==> config.mk <==
export PLATFORM = sky130hd
export DESIGN_NAME = swdcu_core
export DESIGN_NICKNAME = d
export VERILOG_FILES = /design/src/verilog/swdcu_pkg.sv /design/src/verilog/swdcu_bit_if.sv /design/src/verilog/swdcu_core.sv /design/src/verilog/swdcu_wire_phy.sv
export SDC_FILE = /design/constraint.sdc
export NUM_CORES = 1
export LEC_CHECK = 0
export ABC_AREA = 1
export BUFFER_PORTS_ARGS = -buffer_cell sky130_fd_sc_hd__buf_2
export CELL_PAD_IN_SITES_DETAIL_PLACEMENT = 1
export CELL_PAD_IN_SITES_GLOBAL_PLACEMENT = 1
export CORE_AREA = 10 10 130 156
export DETAILED_ROUTE_END_ITERATION = 12
export DIE_AREA = 0 0 140 166
export PLACE_DENSITY_LB_ADDON = 0.1
export SETUP_SLACK_MARGIN = 0.5
export SYNTH_ARGS = -nofsm -noshare
export SYNTH_HDL_FRONTEND = slang
export SYNTH_SLANG_ARGS = --single-unit
==> constraint.sdc <==
create_clock -name core_clk -period 4.5 [get_ports core_clk]
set_input_delay 0.9 -clock core_clk [delete_from_list [all_inputs] [get_ports core_clk]]
set_output_delay 0.9 -clock core_clk [all_outputs]
set_load 0.05 [all_outputs]
==> src/verilog/swdcu_pkg.sv <==
/*
 * Constants, opcodes and types for the single-wire debug command unit.
 * Assumes one core clock that also serves as the serial target clock.
 */
package swdcu_pkg;
    // ----------------------------------------------------------------
    // opcodes
    // ----------------------------------------------------------------
    localparam logic [7:0] OP_ENTER_DBG = 8'h90;
    localparam logic [7:0] OP_ACK_ON = 8'hd5;
    localparam logic [7:0] OP_ACK_OFF = 8'hd6;
    localparam logic [7:0] OP_TAG_GO = 8'h18;
    localparam logic [7:0] OP_GO = 8'h08;
    localparam logic [7:0] OP_GO_UNTIL = 8'h0c;
    localparam logic [7:0] OP_STEP = 8'h10;
    localparam logic [7:0] OP_RD_NEXT = 8'h62;
    localparam logic [7:0] OP_WR_NEXT = 8'h42;
    localparam logic [2:0] REG_BASE = 3'h3;
    localparam logic [2:0] REG_X = 3'h2;
    // ----------------------------------------------------------------
    // timing in target clocks, and last bit numbers of command and word
    // ----------------------------------------------------------------
    localparam logic [4:0] BIT_CLKS = 5'h10;
    localparam logic [4:0] SAMPLE_AT = 5'h0a;
    localparam logic [4:0] SPEED_HI_AT = 5'h07;
    localparam logic [4:0] LOW_ZERO_CLKS = 5'h0d;
    localparam logic [4:0] ACK_LOW_CLKS = 5'h10;
    localparam logic [5:0] ACK_MIN_GAP = 6'h20;
    localparam logic [5:0] ACK_GAP = ACK_MIN_GAP + 6'(BIT_CLKS - SAMPLE_AT);
    localparam logic [9:0] LINK_TIMEOUT = 10'h1ff;
    localparam logic [4:0] CMD_LAST = 5'h07;
    localparam logic [4:0] WORD_LAST = 5'h0f;

    typedef enum logic [3:0] {
        CL_NONE = 4'b0000, CL_ENTER = 4'b0001, CL_ACK_ON = 4'b0010,
        CL_ACK_OFF = 4'b0011, CL_HW_RD = 4'b0100, CL_HW_WR = 4'b0101,
        CL_FW_RD = 4'b0110, CL_FW_WR = 4'b0111, CL_RD_NEXT = 4'b1000,
        CL_WR_NEXT = 4'b1001, CL_GO = 4'b1010, CL_GO_UNTIL = 4'b1011,
        CL_STEP = 4'b1100, CL_TAG_GO = 4'b1101
    } swdcu_cls_t;
endpackage : swdcu_pkg

==> src/verilog/swdcu_bit_if.sv <==
/*
 * Bit-level carrier between the wire engine and the command core.
 * Assumes both ends run on core_clk.
 */
`timescale 1ns/1ns
`default_nettype none
interface swdcu_bit_if;
    logic bit_start;
    logic rx_valid;
    logic rx_bit;
    logic tx_en;
    logic tx_bit;
    logic ack_go;
    logic ack_busy;
    logic timeout;
    modport phy (output bit_start, rx_valid, rx_bit, ack_busy, timeout, input tx_en, tx_bit, ack_go);
    modport core (input bit_start, rx_valid, rx_bit, ack_busy, timeout, output tx_en, tx_bit, ack_go);
endinterface : swdcu_bit_if
`default_nettype wire

==> src/verilog/swdcu_core.sv <==
/*
 * Command decoder and executor of the single-wire debug unit.
 * Assumes a CPU side that answers memory and register requests with acks
 * and reports whether it sits in active debug mode or in wait/stop.
 */
`timescale 1ns/1ns
`default_nettype none
module swdcu_core import swdcu_pkg::*; (
    // clock and reset
    input wire logic core_clk,
    input wire logic sys_rst,
    // debug wire
    input wire logic debug_wire_pin_in,
    output logic debug_wire_pin_out,
    output logic debug_wire_pin_oe,
    // cpu state
    input wire logic debug_enable,
    input wire logic cpu_in_bdm,
    input wire logic cpu_low_power,
    output logic fw_window_en,
    output logic ack_on,
    // cpu run control
    output logic enter_req,
    output logic run_req,
    output logic [1:0] run_mode,
    // memory access
    output logic mem_req,
    output logic mem_we,
    output logic mem_byte,
    output logic mem_inmap,
    output logic [15:0] mem_addr,
    output logic [15:0] mem_wdata,
    input wire logic mem_ack,
    input wire logic [15:0] mem_rdata,
    // cpu register access
    output logic reg_req,
    output logic reg_we,
    output logic [2:0] reg_sel,
    output logic [15:0] reg_wdata,
    input wire logic reg_ack,
    input wire logic [15:0] reg_rdata
);
    // ----------------------------------------------------------------
    // types and helpers
    // ----------------------------------------------------------------
    typedef enum logic [3:0] {
        ST_OPC = 4'b0000, ST_ADDR = 4'b0001, ST_DATA = 4'b0010,
        ST_MEM = 4'b0011, ST_REG = 4'b0100, ST_NXT_RD = 4'b0101,
        ST_NXT_WR = 4'b0110, ST_CTRL = 4'b0111, ST_GAP = 4'b1000,
        ST_ACK = 4'b1001, ST_SEND = 4'b1010
    } swdcu_state_t;

    function automatic swdcu_cls_t cls_of(input logic [7:0] op);
        swdcu_cls_t c;
        c = CL_NONE;
        case (op)
            OP_ENTER_DBG: c = CL_ENTER;
            OP_ACK_ON: c = CL_ACK_ON;
            OP_ACK_OFF: c = CL_ACK_OFF;
            8'he4, 8'hec, 8'he0, 8'he8: c = CL_HW_RD;
            8'hc4, 8'hcc, 8'hc0, 8'hc8: c = CL_HW_WR;
            OP_RD_NEXT: c = CL_RD_NEXT;
            OP_WR_NEXT: c = CL_WR_NEXT;
            8'h63, 8'h64, 8'h65, 8'h66, 8'h67: c = CL_FW_RD;
            8'h43, 8'h44, 8'h45, 8'h46, 8'h47: c = CL_FW_WR;
            OP_GO: c = CL_GO;
            OP_GO_UNTIL: c = CL_GO_UNTIL;
            OP_STEP: c = CL_STEP;
            OP_TAG_GO: c = CL_TAG_GO;
            default: c = CL_NONE;
        endcase
        return c;
    endfunction : cls_of

    function automatic logic is_fw(input swdcu_cls_t c);
        return c inside {CL_FW_RD, CL_FW_WR, CL_RD_NEXT, CL_WR_NEXT, CL_GO, CL_GO_UNTIL, CL_STEP, CL_TAG_GO};
    endfunction : is_fw

    function automatic logic is_read(input swdcu_cls_t c);
        return c inside {CL_HW_RD, CL_FW_RD, CL_RD_NEXT};
    endfunction : is_read

    // ----------------------------------------------------------------
    // wire engine
    // ----------------------------------------------------------------
    swdcu_bit_if lnk();
    swdcu_wire_phy u_phy (
        .core_clk(core_clk),
        .sys_rst(sys_rst),
        .pin_in(debug_wire_pin_in),
        .pin_out(debug_wire_pin_out),
        .pin_oe(debug_wire_pin_oe),
        .lnk(lnk)
    );

    swdcu_state_t st_q;
    swdcu_cls_t cls_q, cls_d;
    logic [7:0] op_q, op_d;
    logic [15:0] shift_q, addr_q, data_q, word_d;
    logic [4:0] bitn_q;
    logic [5:0] gap_q;
    logic ack_on_q, left_q, window_q, run_req_q, enter_q;
    logic [1:0] run_mode_q;
    logic word_done, op_done, gap_ok, cut_off;

    assign op_d = {shift_q[6:0], lnk.rx_bit};
    assign word_d = {shift_q[14:0], lnk.rx_bit};
    assign op_done = (st_q == ST_OPC) && lnk.rx_valid && bitn_q == CMD_LAST;
    assign word_done = lnk.rx_valid && bitn_q == WORD_LAST;
    assign gap_ok = gap_q >= ACK_GAP;
    // wait or stop drops a pending command without any acknowledge
    assign cut_off = cpu_low_power && st_q inside {ST_MEM, ST_REG, ST_NXT_RD, ST_NXT_WR, ST_CTRL};

    always_comb begin
        cls_d = cls_of(op_d);
        if (is_fw(cls_d) && !cpu_in_bdm) cls_d = CL_NONE;
        if (cls_d == CL_ENTER && !debug_enable) cls_d = CL_NONE;
    end

    // ----------------------------------------------------------------
    // command sequencer
    // ----------------------------------------------------------------
    always_ff @(posedge core_clk or posedge sys_rst) begin
        if (sys_rst) begin
            st_q <= ST_OPC;
            cls_q <= CL_NONE;
            op_q <= 8'h00;
            bitn_q <= 5'h00;
            shift_q <= 16'h0000;
            addr_q <= 16'h0000;
            data_q <= 16'h0000;
            left_q <= 1'b0;
        end else if (lnk.timeout && st_q inside {ST_OPC, ST_ADDR, ST_DATA, ST_SEND}) begin
            st_q <= ST_OPC;
            bitn_q <= 5'h00;
        end else if (cut_off) begin
            st_q <= ST_OPC;
            bitn_q <= 5'h00;
        end else begin
            case (st_q)
                ST_OPC: begin
                    if (lnk.rx_valid) begin
                        shift_q <= word_d;
                        bitn_q <= op_done ? 5'h00 : bitn_q + 5'h01;
                    end
                    if (op_done) begin
                        op_q <= op_d;
                        cls_q <= cls_d;
                        left_q <= 1'b0;
                        case (cls_d)
                            CL_ENTER, CL_GO, CL_GO_UNTIL, CL_STEP, CL_TAG_GO: st_q <= ST_CTRL;
                            CL_ACK_ON: st_q <= ST_GAP;
                            CL_HW_RD, CL_HW_WR: st_q <= ST_ADDR;
                            CL_FW_RD: st_q <= ST_REG;
                            CL_FW_WR, CL_WR_NEXT: st_q <= ST_DATA;
                            CL_RD_NEXT: st_q <= ST_NXT_RD;
                            default: st_q <= ST_OPC;
                        endcase
                    end
                end
                ST_ADDR: begin
                    if (lnk.rx_valid) begin
                        shift_q <= word_d;
                        bitn_q <= word_done ? 5'h00 : bitn_q + 5'h01;
                    end
                    if (word_done) begin
                        addr_q <= word_d;
                        st_q <= (cls_q == CL_HW_RD) ? ST_MEM : ST_DATA;
                    end
                end
                ST_DATA: begin
                    if (lnk.rx_valid) begin
                        shift_q <= word_d;
                        bitn_q <= word_done ? 5'h00 : bitn_q + 5'h01;
                    end
                    if (word_done) begin
                        data_q <= word_d;
                        case (cls_q)
                            CL_HW_WR: st_q <= ST_MEM;
                            CL_FW_WR: st_q <= ST_REG;
                            default: st_q <= ST_NXT_RD;
                        endcase
                    end
                end
                ST_MEM: begin
                    if (mem_ack) begin
                        if (is_read(cls_q)) data_q <= mem_rdata;
                        st_q <= ack_on_q ? ST_GAP : (is_read(cls_q) ? ST_SEND : ST_OPC);
                    end
                end
                ST_REG: begin
                    if (reg_ack) begin
                        if (is_read(cls_q)) data_q <= reg_rdata;
                        st_q <= ack_on_q ? ST_GAP : (is_read(cls_q) ? ST_SEND : ST_OPC);
                    end
                end
                ST_NXT_RD: begin
                    if (reg_ack) begin
                        addr_q <= reg_rdata + 16'h0002;
                        st_q <= ST_NXT_WR;
                    end
                end
                ST_NXT_WR: begin
                    if (reg_ack) st_q <= ST_MEM;
                end
                ST_CTRL: begin
                    if (!cpu_in_bdm) left_q <= 1'b1;
                    case (cls_q)
                        CL_ENTER: if (cpu_in_bdm) st_q <= ack_on_q ? ST_GAP : ST_OPC;
                        CL_GO: if (!cpu_in_bdm) st_q <= ack_on_q ? ST_GAP : ST_OPC;
                        CL_GO_UNTIL, CL_STEP: if (left_q && cpu_in_bdm) st_q <= ack_on_q ? ST_GAP : ST_OPC;
                        default: st_q <= ST_OPC;
                    endcase
                end
                ST_GAP: begin
                    if (gap_ok) st_q <= ST_ACK;
                end
                ST_ACK: begin
                    if (!lnk.ack_busy) begin
                        st_q <= is_read(cls_q) ? ST_SEND : ST_OPC;
                        shift_q <= data_q;
                        bitn_q <= 5'h00;
                    end
                end
                ST_SEND: begin
                    if (lnk.bit_start) begin
                        shift_q <= {shift_q[14:0], 1'b0};
                        bitn_q <= bitn_q + 5'h01;
                        if (bitn_q == WORD_LAST) begin
                            st_q <= ST_OPC;
                            bitn_q <= 5'h00;
                        end
                    end
                end
                default: st_q <= ST_OPC;
            endcase
            if (st_q == ST_MEM && mem_ack && !ack_on_q && is_read(cls_q)) shift_q <= mem_rdata;
            if (st_q == ST_REG && reg_ack && !ack_on_q && is_read(cls_q)) shift_q <= reg_rdata;
        end
    end

    // ----------------------------------------------------------------
    // handshake state and acknowledge spacing
    // ----------------------------------------------------------------
    always_ff @(posedge core_clk or posedge sys_rst) begin
        if (sys_rst) begin
            ack_on_q <= 1'b0;
        end else if (op_done && cls_d == CL_ACK_ON) begin
            ack_on_q <= 1'b1;
        end else if (op_done && cls_d == CL_ACK_OFF) begin
            ack_on_q <= 1'b0;
        end
    end
    // the host needs 32 clocks after the last bit to get off the wire
    always_ff @(posedge core_clk or posedge sys_rst) begin
        if (sys_rst) begin
            gap_q <= 6'h00;
        end else if (lnk.rx_valid) begin
            gap_q <= 6'h00;
        end else if (!gap_ok) begin
            gap_q <= gap_q + 6'h01;
        end
    end
    assign lnk.ack_go = (st_q == ST_GAP) && gap_ok;
    assign lnk.tx_en = (st_q == ST_SEND);
    assign lnk.tx_bit = shift_q[15];

    // ----------------------------------------------------------------
    // cpu run control and window
    // ----------------------------------------------------------------
    always_ff @(posedge core_clk or posedge sys_rst) begin
        if (sys_rst) begin
            run_req_q <= 1'b0;
            run_mode_q <= 2'h0;
            enter_q <= 1'b0;
            window_q <= 1'b0;
        end else begin
            run_req_q <= op_done && cls_d inside {CL_GO, CL_GO_UNTIL, CL_STEP, CL_TAG_GO};
            if (op_done) run_mode_q <= cls_d[1:0]; // go=10 until=11 step=00 tag=01
            enter_q <= (cls_d == CL_ENTER && op_done) || (enter_q && !cpu_in_bdm && st_q == ST_CTRL);
            window_q <= cpu_in_bdm;
        end
    end
    assign run_req = run_req_q;
    assign run_mode = run_mode_q;
    assign enter_req = enter_q;
    assign fw_window_en = window_q;
    assign ack_on = ack_on_q;

    // ----------------------------------------------------------------
    // memory and register requests
    // ----------------------------------------------------------------
    assign mem_req = (st_q == ST_MEM);
    assign mem_we = (cls_q == CL_HW_WR) || (cls_q == CL_WR_NEXT);
    assign mem_byte = (cls_q inside {CL_HW_RD, CL_HW_WR}) && !op_q[3];
    assign mem_inmap = mem_req && (cls_q inside {CL_HW_RD, CL_HW_WR}) && op_q[2];
    assign mem_addr = {addr_q[15:1], addr_q[0] & mem_byte};
    assign mem_wdata = data_q;
    assign reg_req = st_q inside {ST_REG, ST_NXT_RD, ST_NXT_WR};
    assign reg_we = (st_q == ST_NXT_WR) || (st_q == ST_REG && cls_q == CL_FW_WR);
    assign reg_sel = (st_q == ST_REG) ? op_q[2:0] - REG_BASE : REG_X;
    assign reg_wdata = (st_q == ST_NXT_WR) ? addr_q : data_q;
endmodule : swdcu_core
`default_nettype wire

==> src/verilog/swdcu_wire_phy.sv <==
/*
 * Bit timing on the open-drain debug wire: receive, transmit, acknowledge.
 * Assumes the host starts every bit with a falling edge.
 */
`timescale 1ns/1ns
`default_nettype none
module swdcu_wire_phy import swdcu_pkg::*; (
    // clock and reset
    input wire logic core_clk,
    input wire logic sys_rst,
    // debug wire
    input wire logic pin_in,
    output logic pin_out,
    output logic pin_oe,
    // core side
    swdcu_bit_if.phy lnk
);
    logic sync1_q, sync2_q, prev_q, act_q, tx_q, txb_q, ack_run_q, rxv_q, rxb_q, to_q;
    logic [4:0] cnt_q, ack_q;
    logic [9:0] idle_q;
    logic fall, low_d, hi_d;

    always_ff @(posedge core_clk or posedge sys_rst) begin
        if (sys_rst) begin
            sync1_q <= 1'b1; sync2_q <= 1'b1; prev_q <= 1'b1;
        end else begin
            sync1_q <= pin_in; sync2_q <= sync1_q; prev_q <= sync2_q;
        end
    end
    // own drive must not look like a host edge
    assign fall = prev_q & ~sync2_q & ~pin_oe & ~ack_run_q;
    assign lnk.bit_start = fall;
    always_ff @(posedge core_clk or posedge sys_rst) begin
        if (sys_rst) begin
            act_q <= 1'b0; tx_q <= 1'b0; txb_q <= 1'b0; cnt_q <= 5'h00;
        end else if (fall) begin
            act_q <= 1'b1; tx_q <= lnk.tx_en; txb_q <= lnk.tx_bit; cnt_q <= 5'h00;
        end else if (act_q) begin
            cnt_q <= cnt_q + 5'h01;
            if (cnt_q == BIT_CLKS - 5'h01) act_q <= 1'b0;
        end
    end
    always_ff @(posedge core_clk or posedge sys_rst) begin
        if (sys_rst) begin
            rxv_q <= 1'b0; rxb_q <= 1'b0;
        end else begin
            rxv_q <= act_q & ~tx_q & (cnt_q == SAMPLE_AT - 5'h01);
            rxb_q <= sync2_q;
        end
    end
    assign lnk.rx_valid = rxv_q;
    assign lnk.rx_bit = rxb_q;
    always_ff @(posedge core_clk or posedge sys_rst) begin
        if (sys_rst) begin
            ack_run_q <= 1'b0; ack_q <= 5'h00;
        end else if (lnk.ack_go) begin
            ack_run_q <= 1'b1; ack_q <= 5'h00;
        end else if (ack_run_q) begin
            ack_q <= ack_q + 5'h01;
            if (ack_q == ACK_LOW_CLKS) ack_run_q <= 1'b0;
        end
    end
    assign lnk.ack_busy = ack_run_q | lnk.ack_go;
    assign low_d = (ack_run_q && ack_q < ACK_LOW_CLKS) || (act_q && tx_q && !txb_q && cnt_q < LOW_ZERO_CLKS);
    assign hi_d = (ack_run_q && ack_q == ACK_LOW_CLKS) ||
                  (act_q && tx_q && cnt_q == (txb_q ? SPEED_HI_AT : LOW_ZERO_CLKS));
    always_ff @(posedge core_clk or posedge sys_rst) begin
        if (sys_rst) begin
            pin_oe <= 1'b0; pin_out <= 1'b0;
        end else begin
            pin_oe <= low_d | hi_d;
            pin_out <= hi_d;
        end
    end
    always_ff @(posedge core_clk or posedge sys_rst) begin
        if (sys_rst) begin
            idle_q <= 10'h000; to_q <= 1'b0;
        end else begin
            idle_q <= fall ? 10'h000 : (idle_q == LINK_TIMEOUT ? idle_q : idle_q + 10'h001);
            to_q <= (idle_q == LINK_TIMEOUT - 10'h001);
        end
    end
    assign lnk.timeout = to_q;
endmodule : swdcu_wire_phy
`default_nettype wire

==> flow_metrics.env <==
export IMPL_synth_simple_gate_area_share_pct=25.46
export IMPL_grt_util_met1_pct=24.28
export IMPL_endpoint_kind="output port"
export IMPL_die_w_um=140
export IMPL_synth_commonest_cells="nand2_1, inv_1, dfrtp_1, o21ai_0, nor2_1"
export IMPL_vdd_ir_drop_max_mv=0.1935
export IMPL_track_usage_pct=19.69
export IMPL_gp_congestion=0.8738
export IMPL_holdPathStages=0
export IMPL_grtUsageMet2_pct=33.84
export IMPL_place_hpwl_um=16960
export IMPL_cts_root_buf="clkbuf_16"
export IMPL_rr_worst_depth=8
export IMPL_num_nets_final=1101
export IMPL_period_share_pct=80.47
export IMPL_path_cells="inv_2, nand2_1, nor2_4, clkinv_1, or2_2, buf_2"
export IMPL_layout_drive_gt1_share_pct=17.97
export IMPL_muxShareOfSynthArea_pct=0.1417
export IMPL_period_minus_slack_ns=3.621
export IMPL_synth_seq_cells=110
export IMPL_synth_cell_area_mm2=0.007062
export IMPL_start_util_pct=40.96
export IMPL_synth_top_family_by_area="simple AND/OR/NAND/NOR gates"
export IMPL_grt_ovfl_total=0
export IMPL_rows=53
export IMPL_core_mm2=0.01724
export IMPL_ioPinCount=105
export IMPL_rsz0062_at_grt="no"
export IMPL_area_growth_pct=12.38
export IMPL_htreeDepth=3
export IMPL_maxCapViolations=0
export IMPL_timing_hold_violations_final=0
export IMPL_synth_edf_count=0
export IMPL_fin_area_mm2=0.007936
export IMPL_status="complete, no violations"
export IMPL_wire_per_inst_um=17.78
export IMPL_synth_area_leaders="dfrtp_1, nand2_1, o21ai_0, inv_1, nor2_1"
export IMPL_synthMostInstantiatedCell="nand2_1"
export IMPL_required_ns=3.60
export IMPL_synth_fa_ha_area_share_pct=2.481
export IMPL_post_dp_cell_area_mm2=0.007651
export IMPL_synth_ff_type="dfrtp_1"
export IMPL_synth_distinct_cells=50
export IMPL_finalPower_mw=2.949
export IMPL_relSlewSlack_pct=43.24
export IMPL_postSynth_asyncResetShare_pct=100.0
export IMPL_post_cts_setup_buffers=0
export IMPL_yosysTopAreaCellShare_pct=37.92
export IMPL_grt_max_degree=63
export IMPL_slowest_delay_ns=0.64
export IMPL_busiest_layer="met2"
export IMPL_clock_skew_ns=0.01051
export IMPL_yosysWarningCount=0
export IMPL_grt_use_met3_pct=3.003
export IMPL_cp_max_fo=18
export IMPL_worst_slew_pin_slew_ns=0.8483
export IMPL_grt_pass1_wl_um=37970
export IMPL_wirelength_um=22640
export IMPL_synth_area_leader_cell="dfrtp_1"
export IMPL_seq_area_frac_synth_pct=39.03
export IMPL_synthXorXnorAreaFrac_pct=1.488
export IMPL_io_buffer_count=104
export IMPL_ant_nets=0
export IMPL_cts_made_buffers=9
export IMPL_clock_sinks=110
export IMPL_setup_worst_path_start_class="flip-flop"
export IMPL_cts_tree="done"
export IMPL_vias=6787
export IMPL_clock_latency_ns=0.37
export IMPL_cts_hold_buf=0
export IMPL_die_h_um=166
export IMPL_drt_iter0_markers=353
export IMPL_critical_path_class="reg -> out"
export IMPL_max_freq_mhz=276.2
export IMPL_drtPass1Iterations=4
export IMPL_critPathArrivalTime_ns=2.72
export IMPL_clk_pin_slew_ns=0.08
export IMPL_antenna_found_initial=1
export IMPL_crit_slowest_cell="clkinv_1"
export IMPL_via_per_inst=5.332
export IMPL_setup_violations=0
export IMPL_grt_pass1_vias=7287
export IMPL_synth_compound_area_share_pct=20.46
export IMPL_cts_resized=0
export IMPL_syn_inst=972
export IMPL_drcViolationCount=0
export IMPL_syn_num_nets=1026
export IMPL_fin_setup_tns_ns=0
export IMPL_synth_area_per_cell_um2=7.265
export IMPL_total_leakage_power_nw=3.879
export IMPL_hold_class="reg -> reg"
export IMPL_cts_buffer_depth=2
export IMPL_slew_viol_final=0
export IMPL_pwr_density_cell_mw_per_mm2=371.6
export IMPL_dieArea_mm2=0.02324
==> critical path: cells and delay by family (launching register included) <==
family,cells,cell delay (ns)
buffers and inverters,3,0.93
DFF,1,0.42
and+or+nand+nor,3,1.00
==> cell type report <==
type | instances | area [um2]
fill | 2260 | 9305
multi-input combinational | 682 | 3536
sequential | 110 | 2756
timing repair buffer | 110 | 578.1
inverter | 134 | 505.5
tap | 220 | 275.3
clock buffer | 9 | 225.2
clock inverter | 7 | 57.56
antenna | 1 | 2.502
==> final timing paths <==
kind	start	end	slack, ns
max in group asynchronous	sys_rst	u_phy.prev_q	3.07
min	u_phy.sync1_q	u_phy.sync2_q	0.36
max reg2reg	st_q[3]	shift_q[7]	1.36
max	st_q[3]	reg_sel[1]	0.88
min reg2reg	u_phy.sync1_q	u_phy.sync2_q	0.36
min in group asynchronous	sys_rst	run_mode[1]	0.63
==> routing by layer <==
layer	part of all wire (%)	routed length, um
met3	4.1	936
met2	50	11210
met1	44	10010
met4	2.1	480
met5	0	0
==> cells by family after synthesis <==
kind of cell               after synthesis
and+or+nand+nor                        425
AOI/OAI and AO/OA                      230
buffers and inverters                  180
DFF                                    110
adders and majority gates               14
xor gates and xnor gates                12
muxes                                    1
==> state kept, by name (all words and copies together) (netlist names), 4 cells and up <==
name / cells
addr_q: 16
mem_wdata: 16
shift_q: 16
u_phy.idle_q: 10
gap_q: 6
bitn_q: 5
u_phy.ack_q: 5
u_phy.cnt_q: 5
cls_q: 4
op_q: 4
st_q: 4
==> through the flow <==
| stage | util, % | hold slack (ns) | setup slack (ns) | cells |
|---|---|---|---|---|
| 2_1_floorplan | - | 0.3452 | 0.7027 | 972 |
| 3_3_place_gp | 44.38 | 0.3471 | 1.291 | 1256 |
| 3_5_place_dp | 44.38 | 0.3498 | 1.257 | 1256 |
| 4_1_cts | 46.02 | 0.3611 | 0.8677 | 1272 |
| 5_1_grt | 46.02 | 0.3664 | 0.7423 | 1272 |
| 6_report | 46.03 | 0.3600 | 0.8790 | 1273 |
==> report_power, final <==
group	total (mW)	switching, mW	internal (mW)
combinational	0.841	0.524	0.317
clock	0.803	0.419	0.384
sequential	1.30	0.165	1.14
==> layout by cell type (no fill, tap or decap), types with 3 or more instances in the layout <==
| cell | instances |
|---|---|
| a21oi_1 | 37 |
| a31oi_1 | 5 |
| buf_2 | 104 |
| buf_4 | 5 |
| clkbuf_16 | 9 |
| dfrtp_1 | 107 |
| dfstp_2 | 3 |
| ha_1 | 14 |
| inv_1 | 119 |
| inv_2 | 13 |
| nand2_1 | 241 |
| nand2_2 | 3 |
| nand3_1 | 39 |
| nand3b_1 | 4 |
| nand4_1 | 14 |
| nor2_1 | 83 |
| nor2_2 | 9 |
| nor2_4 | 3 |
| nor3_1 | 22 |
| o211ai_1 | 8 |
| o211ai_2 | 12 |
| o21ai_0 | 104 |
| o21ai_1 | 20 |
| o21ai_2 | 13 |
| o221ai_1 | 12 |
| o22ai_1 | 5 |
| xor2_1 | 10 |
Power figures use the tool's default switching activity.
